## config.mk

```make
export PLATFORM = sky130hd
export DESIGN_NAME = eirq_top
export DESIGN_NICKNAME = d
export VERILOG_FILES = /design/src/core/eirq_pkg.sv /design/src/core/eirq_top.sv
export SDC_FILE = /design/constraint.sdc
export NUM_CORES = 1
export LEC_CHECK = 0
export BUFFER_PORTS_ARGS = -buffer_cell sky130_fd_sc_hd__buf_4
export CAP_MARGIN = 20
export CORE_MARGIN = 2
export CORE_UTILIZATION = 43
export CTS_BUF_LIST = sky130_fd_sc_hd__clkbuf_4 sky130_fd_sc_hd__clkbuf_8
export DETAILED_ROUTE_END_ITERATION = 10
export PLACE_DENSITY = 0.87
export SLEW_MARGIN = 25
export SYNTH_ARGS = -nofsm -noshare
export SYNTH_HDL_FRONTEND = slang
export SYNTH_SLANG_ARGS = --single-unit
export TNS_END_PERCENT = 30
```

## constraint.sdc

```tcl
create_clock -name pclk -period 2.3 [get_ports pclk]
set_clock_uncertainty 0.2 [all_clocks]
set_input_delay 0.46 -clock pclk [delete_from_list [all_inputs] [get_ports pclk]]
set_output_delay 0.46 -clock pclk [all_outputs]
set_load 0.005 [all_outputs]
```

## src/core/eirq_pkg.sv

```systemverilog
/*
 * Constants for the external interrupt flag logic: register offsets,
 * field positions and reset values.
 * Assumes an APB slave with 32-bit data and word-aligned registers.
 */
// Functional notes
// - Edge mode clears irq b pending when the core vectors to its routine.
// - Level mode sets irq b pending while its input is active.
// - Irq b trigger type bit selects level or edge detection.
// - Trigger type 0 means level, 1 means edge.
// - Irq b active level comes from polarity bit in config register.
// - Edge mode clears irq a pending when the core vectors to its routine.
// - Level mode sets irq a pending while its input is active.
// - Irq b pending is set by hardware on detected edge or level.
package eirq_pkg;
    // ========================================================
    // Register offsets (byte addresses).
    localparam logic [7:0] EIRQ_OFS_CTRL   = 8'h00;
    localparam logic [7:0] EIRQ_OFS_CFG    = 8'h04;
    localparam logic [7:0] EIRQ_OFS_STATUS = 8'h08;
    localparam logic [7:0] EIRQ_OFS_MASK   = 8'h0c;
    // ========================================================
    // Field positions in timer_irq_control.
    localparam int EIRQ_BIT_A_TYPE = 0;
    localparam int EIRQ_BIT_A_PEND = 1;
    localparam int EIRQ_BIT_B_TYPE = 2;
    localparam int EIRQ_BIT_B_PEND = 3;
    // Field positions in ext_irq_config_reg (1 = active high).
    localparam int EIRQ_BIT_A_POL  = 0;
    localparam int EIRQ_BIT_B_POL  = 1;
    // Event bits in status and mask registers.
    localparam int EIRQ_EV_A       = 0;
    localparam int EIRQ_EV_B       = 1;
    // ========================================================
    // Reset values.
    localparam logic [7:0] EIRQ_RST_CTRL = 8'h00;
    localparam logic [1:0] EIRQ_RST_CFG  = 2'h0;
    localparam logic [1:0] EIRQ_RST_MASK = 2'h0;
    // Trigger type encoding.
    localparam logic EIRQ_TYPE_LEVEL = 1'b0;
    localparam logic EIRQ_TYPE_EDGE  = 1'b1;
endpackage

```

## src/core/eirq_top.sv

```systemverilog
/*
 * External interrupt flag logic for two inputs, with an APB register
 * slave, sticky event status and one masked interrupt output.
 * Assumes irq inputs and vector acknowledges are synchronous to pclk.
 */
module eirq_top (
    input  wire logic        pclk,             // Clock.
    input  wire logic        presetn,          // Async reset, active low.
    input  wire logic        psel,             // APB select.
    input  wire logic        penable,          // APB enable.
    input  wire logic        pwrite,           // APB write.
    input  wire logic [7:0]  paddr,            // APB byte address.
    input  wire logic [31:0] pwdata,           // APB write data.
    output logic      [31:0] prdata,           // APB read data.
    output logic             pready,           // APB ready.
    output logic             pslverr,          // APB error.
    input  wire logic        ext_irq_a_input,  // Irq a pin level.
    input  wire logic        ext_irq_b_input,  // Irq b pin level.
    input  wire logic        vector_ack_a,     // Core vectors to irq a.
    input  wire logic        vector_ack_b,     // Core vectors to irq b.
    output logic             ext_irq_a_pending,// Irq a pending flag.
    output logic             ext_irq_b_pending,// Irq b pending flag.
    output logic             irq               // Masked event interrupt.
);
    import eirq_pkg::*;

    // ========================================================
    // State.
    logic [7:0]  ctrl_ff,   nxt_ctrl;
    logic [1:0]  cfg_ff,    nxt_cfg;
    logic [1:0]  status_ff, nxt_status;
    logic [1:0]  mask_ff,   nxt_mask;
    logic [1:0]  prev_act_ff, nxt_prev_act;
    logic [31:0] prdata_ff, nxt_prdata;
    logic        pready_ff, nxt_pready;
    logic        pslverr_ff, nxt_pslverr;
    logic        irq_ff,    nxt_irq;

    logic        wr_en;
    logic        rd_en;
    logic [1:0]  act;
    logic [1:0]  detect;

    function automatic logic addr_hit(input logic [7:0] a);
        addr_hit = (a == EIRQ_OFS_CTRL) || (a == EIRQ_OFS_CFG) ||
                   (a == EIRQ_OFS_STATUS) || (a == EIRQ_OFS_MASK);
    endfunction

    // Access phase completes in the second enable cycle; pready is a
    // registered answer so the access takes exactly two enable cycles.
    assign wr_en = psel && penable && pready_ff && pwrite;
    assign rd_en = psel && penable && pready_ff && !pwrite;

    // ========================================================
    // Detection: polarity bit sets the active level per input.
    assign act[0] = ext_irq_a_input ~^ cfg_ff[EIRQ_BIT_A_POL];
    assign act[1] = ext_irq_b_input ~^ cfg_ff[EIRQ_BIT_B_POL];

    genvar g;
    generate
        for (g = 0; g < 2; g++) begin : g_det
            localparam int TB = (g == 0) ? EIRQ_BIT_A_TYPE : EIRQ_BIT_B_TYPE;
            // Level when type is 0, rising into active when type is 1.
            assign detect[g] = (ctrl_ff[TB] == EIRQ_TYPE_EDGE)
                               ? (act[g] && !prev_act_ff[g])
                               : act[g];
        end
    endgenerate

    // ========================================================
    // Next-state logic.
    always_comb begin
        nxt_ctrl     = ctrl_ff;
        nxt_cfg      = cfg_ff;
        nxt_mask     = mask_ff;
        nxt_status   = status_ff;
        nxt_prev_act = act;
        nxt_prdata   = 32'h0000_0000;
        nxt_pready   = psel && penable && !pready_ff;
        nxt_pslverr  = psel && penable && !pready_ff && !addr_hit(paddr);

        if (wr_en) begin
            unique case (paddr)
                EIRQ_OFS_CTRL:   nxt_ctrl = pwdata[7:0];
                EIRQ_OFS_CFG:    nxt_cfg  = pwdata[1:0];
                EIRQ_OFS_MASK:   nxt_mask = pwdata[1:0];
                default:         nxt_ctrl = ctrl_ff;
            endcase
        end
        if (psel && penable && !pready_ff && !pwrite) begin
            unique case (paddr)
                EIRQ_OFS_CTRL:   nxt_prdata = {24'h00_0000, ctrl_ff};
                EIRQ_OFS_CFG:    nxt_prdata = {30'h0, cfg_ff};
                EIRQ_OFS_STATUS: nxt_prdata = {30'h0, status_ff};
                EIRQ_OFS_MASK:   nxt_prdata = {30'h0, mask_ff};
                default:         nxt_prdata = 32'h0000_0000;
            endcase
        end
        // Status read clears; new events win over the clear.
        if (rd_en && paddr == EIRQ_OFS_STATUS) begin
            nxt_status = 2'h0;
        end

        // Vectoring clears the flag only in edge mode.
        if (vector_ack_b &&
            ctrl_ff[EIRQ_BIT_B_TYPE] == EIRQ_TYPE_EDGE) begin
            nxt_ctrl[EIRQ_BIT_B_PEND] = 1'b0;
        end
        if (vector_ack_a &&
            ctrl_ff[EIRQ_BIT_A_TYPE] == EIRQ_TYPE_EDGE) begin
            nxt_ctrl[EIRQ_BIT_A_PEND] = 1'b0;
        end

        // Hardware set wins over software or vector clear.
        if (detect[1]) begin
            nxt_ctrl[EIRQ_BIT_B_PEND] = 1'b1;
            nxt_status[EIRQ_EV_B]     = 1'b1;
        end
        if (detect[0]) begin
            nxt_ctrl[EIRQ_BIT_A_PEND] = 1'b1;
            nxt_status[EIRQ_EV_A]     = 1'b1;
        end

        nxt_irq = |(nxt_status & nxt_mask);
    end

    // ========================================================
    // Registers.
    always_ff @(posedge pclk or negedge presetn) begin
        if (!presetn) begin
            ctrl_ff     <= EIRQ_RST_CTRL;
            cfg_ff      <= EIRQ_RST_CFG;
            status_ff   <= 2'h0;
            mask_ff     <= EIRQ_RST_MASK;
            prev_act_ff <= 2'h0;
            prdata_ff   <= 32'h0000_0000;
            pready_ff   <= 1'b0;
            pslverr_ff  <= 1'b0;
            irq_ff      <= 1'b0;
        end else begin
            ctrl_ff     <= nxt_ctrl;
            cfg_ff      <= nxt_cfg;
            status_ff   <= nxt_status;
            mask_ff     <= nxt_mask;
            prev_act_ff <= nxt_prev_act;
            prdata_ff   <= nxt_prdata;
            pready_ff   <= nxt_pready;
            pslverr_ff  <= nxt_pslverr;
            irq_ff      <= nxt_irq;
        end
    end

    assign prdata            = prdata_ff;
    assign pready            = pready_ff;
    assign pslverr           = pslverr_ff;
    assign irq               = irq_ff;
    assign ext_irq_a_pending = ctrl_ff[EIRQ_BIT_A_PEND];
    assign ext_irq_b_pending = ctrl_ff[EIRQ_BIT_B_PEND];
endmodule // eirq_top

```

* After elaboration in Yosys (flattened, before gate mapping) *
Index checks and enable logic that the tools add are counted.

storage, ports and cells
  output and inout bits = 37
  word-level logic and storage cells = 62
  input bits = 49
  register bits after elaboration = 51

cells by class
  equality and inequality tests = 3
  multiplexer cells = 15
  reduce and logical (&&, ||, !) cells = 30
  bitwise gates (word level) = 3

operator list
  operator                                              count
  case mux 8 bit (4 select lines)                       1
  equality test 8 x 4 -> 1 bit (second input constant)  2
  logical AND 1 bit                                     12
  nonzero test 3 bit                                    4
  equality test 8 x 3 -> 1 bit (second input constant)  1
  zero test 8 bit                                       1
  two-way mux 1 bit                                     8
  two-way mux 4 bit                                     2
  two-way mux 8 bit                                     1
  AND reduction 2 bit                                   4
  two-way mux 2 bit                                     3
  zero test 1 bit                                       5
  logical OR 1 bit                                      3
  bitwise AND 2 bit                                     1
  OR reduction 2 bit                                    1
  XNOR 1 bit                                            2

* Longest topological paths before layout *
  depth after elaboration = 8
  mapped depth = 5
  mapped depth without buffers = 5

* Least setup slack after synthesis *
No wires, ideal clock.

  path kind = in2reg
  start point = input paddr[5]
  end point = register ctrl_ff[0]
  data required time = 1.975 ns
  library setup time = 0.125 ns
  stages on the path = 4
  slack = -0.054 ns
  arrival = 2.029 ns
  cell sequence = or4_4 -> nor3_4 -> nor4b_4 -> mux2_2

on the way
  word-level cells in the longest chain between the ends = 2

RTL lines
  element                        line             source
  start, declared                eirq_top.sv:12   input wire logic [7:0] paddr,
  zero test 8 bit                eirq_top.sv:83   unique case (paddr)
  AND reduction 2 bit (no line)  -
  end signal, assigned           eirq_top.sv:141  ctrl_ff <= nxt_ctrl;
  end, declared                  eirq_top.sv:29   logic [7:0] ctrl_ff, nxt_ctrl;

Every way passes these cells.
A chain may end at the register's enable or synchronous reset.

* Worst setup path after layout *
  start point = input paddr[5]
  end point = register ctrl_ff[5]

Same word-level chain as after synthesis.

==> impl_metrics.env <==
export IMPL_status="completed"
export IMPL_final_cell_mix="buf_4 (40), dfrtp_1 (27), conb_1 (24)"
export IMPL_finalCriticalPeriod_ns=2.12
export IMPL_crit_path_start_kind="primary input"
export IMPL_clock_sinks=27
export IMPL_synth_seq_cells=27
export IMPL_first_iter_violations=40
export IMPL_num_rows=20
export IMPL_vias=839
export IMPL_final_common_cell="buf_4"
export IMPL_fin_util_pct=53.4
export IMPL_cap_viol_max_count=0
export IMPL_die_w_um=59.4
export IMPL_gr_total_overflow=0
export IMPL_grt_usage_pct=14.6
export IMPL_use_met1_pct=15.6
export IMPL_synth_cells=107
export IMPL_postPlaceCellArea_um2=1550
export IMPL_slew_viol_final=0
export IMPL_rsz0062_at_grt="false"
export IMPL_reg2reg_slack_ns=0.42
export IMPL_cts_buffers=3
export IMPL_antenna_found_initial=0
export IMPL_design_area_um2=1590
export IMPL_tns_ns=0
export IMPL_critPathMaxFanout=6
export IMPL_power_density_nw_per_um2=476
export IMPL_busiest_layer="met2"
export IMPL_wl_per_cell_um=13.2
export IMPL_drive_above_1_share_pct=40.7
export IMPL_critPathKind="primary input to flip-flop"
export IMPL_drc=0
export IMPL_area_growth_pct=20.5
export IMPL_grt_max_degree=28
export IMPL_min_path_type="primary input to flip-flop"
export IMPL_avgSynthCellArea_um2=12.3
export IMPL_antennaDiodeCount=0
export IMPL_ys_warn_count=0
export IMPL_dieArea_um2=3530
export IMPL_clkTransAtPathRegs_ns=0.14
export IMPL_finalHoldViolCount=0
export IMPL_cts_repair_resized=0
export IMPL_worstSkewPairLatency_ns=0.32
export IMPL_grtUsageMet2_pct=26.4
export IMPL_finalWeightedCongestion=0.828
export IMPL_pin_count=86
export IMPL_initial_core_util_pct=44.3
export IMPL_postCtsHoldBufs=1
export IMPL_fmax_mhz=471
export IMPL_setup_viol=0
export IMPL_cp_end_kind="flip-flop"
export IMPL_min_period_over_period_pct=92.3
export IMPL_cts_setup_buffers=0
export IMPL_ys_seq_area_share_pct=51.2
export IMPL_clock_root_buffer="clkbuf_4"
export IMPL_cts_tree="built"
export IMPL_leakage_nw=0.827
export IMPL_peakVddDrop_mv=0.186
export IMPL_ant_nets=0
export IMPL_core_um2=2980
export IMPL_drt_pass1_iterations=4
export IMPL_dpl_hpwl_mm=1.87
export IMPL_max_clock_path_buffers=2
export IMPL_viasPerCell=4.58
export IMPL_wl_mm=2.42
export IMPL_synth_area_um2=1320
export IMPL_nets=200
export IMPL_use_met3_pct=1.75
export IMPL_synth_distinct_cells=24
export IMPL_crit_required_ns=2.32
export IMPL_portBuffers=37
export IMPL_power_uw=756
export IMPL_grt_pass1_vias=812
export IMPL_grt_pass1_wl_mm=3.73
export IMPL_die_h_um=59.4
export IMPL_cp_arrival_ns=2.14
export IMPL_htree_num_levels=1
==> sequential cells by signal (all words and copies together) (netlist names) <==
signal,count
prev_act_ff,2
ctrl_ff,8
irq,1
pready,1
mask_ff,2
status_ff,2
cfg_ff,2
prdata,8
pslverr,1
==> cell type report <==
| class | count | area, µm² |
|---|---|---|
| clock buffers | 3 | 22.5 |
| clock inverters | 1 | 5.00 |
| fillers | 254 | 1390 |
| inverters | 5 | 18.8 |
| multi-input cells | 73 | 517 |
| flip-flops and latches | 27 | 676 |
| well taps | 33 | 41.3 |
| repair buffers | 41 | 310 |
==> worst max-delay path: stages <==
cell and delay, ns:
buf_4 0.11, or4_4 0.53, nor3_4 0.22, nor4b_4 0.27, buf_4 0.20, mux2_2 0.34
==> Yosys cell counts <==
master / n / area (µm²)
a21boi_0: 2 / 15.0
and2_1: 8 / 50.1
and3_2: 2 / 15.0
and4_2: 1 / 10.0
and4bb_2: 1 / 12.5
buf_4: 24 / 180
buf_8: 1 / 15.0
conb_1: 1 / 3.75
dfrtp_1: 27 / 676
inv_1: 5 / 18.8
mux2_2: 8 / 90.1
mux2i_1: 4 / 40.0
mux4_2: 2 / 45.0
nand2_1: 6 / 22.5
nand4_1: 2 / 12.5
nor2_1: 1 / 3.75
nor3_1: 3 / 15.0
nor3_4: 1 / 16.3
nor4b_4: 1 / 23.8
nor4bb_1: 1 / 10.0
o21ai_1: 2 / 10.0
o22ai_1: 1 / 6.26
or4_4: 1 / 11.3
xnor2_1: 2 / 17.5
==> logic make-up after synthesis <==
| group | count (synthesis) | share of synthesized area [%] |
|---|---|---|
| compound gates | 5 | 2.37 |
| other cells | 1 | 0.284 |
| flops | 27 | 51.2 |
| xor+xnor | 2 | 1.33 |
| mux | 14 | 13.3 |
| simple gates | 28 | 15.4 |
| buf+inv | 30 | 16.2 |
==> per-stage QoR <==
| stage | cells | hold slack (ns) | worst slack (ns) |
|---|---|---|---|
| finish | 183 | 0.124 | 0.177 |
| global placement | 178 | 0.176 | -0.115 |
| floorplan | 130 | -0.0356 | -0.0542 |
| CTS | 183 | 0.113 | 0.179 |
| detailed placement | 178 | 0.185 | -0.169 |
| global route | 183 | 0.109 | 0.100 |
==> layer usage <==
layer | vias to the layer above | part of all wire, %
met5 | - | 0
met1 | 394 | 35
met3 | 4 | 6.9
li1 | 400 | -
met2 | 41 | 56
met4 | 0 | 2.6
==> report_power, final <==
part           leakage [nW]  switching, mW  internal (mW)
Clock                0.0177          0.132         0.0652
Sequential            0.350        0.00276          0.479
Combinational         0.459         0.0382         0.0388
==> worst paths after layout <==
kind	from	end	cells past startpoint
max in group asynchronous	presetn	ctrl_ff[5]	2
hold reg to reg	ctrl_ff[6]	prdata[6]	1
setup reg to reg	pready	ctrl_ff[5]	4
setup / recovery	paddr[5]	ctrl_ff[5]	6
min in group asynchronous	presetn	prdata[0]	2
hold / removal	ext_irq_a_input	prev_act_ff[0]	2
(Power assumes the default switching activity.)
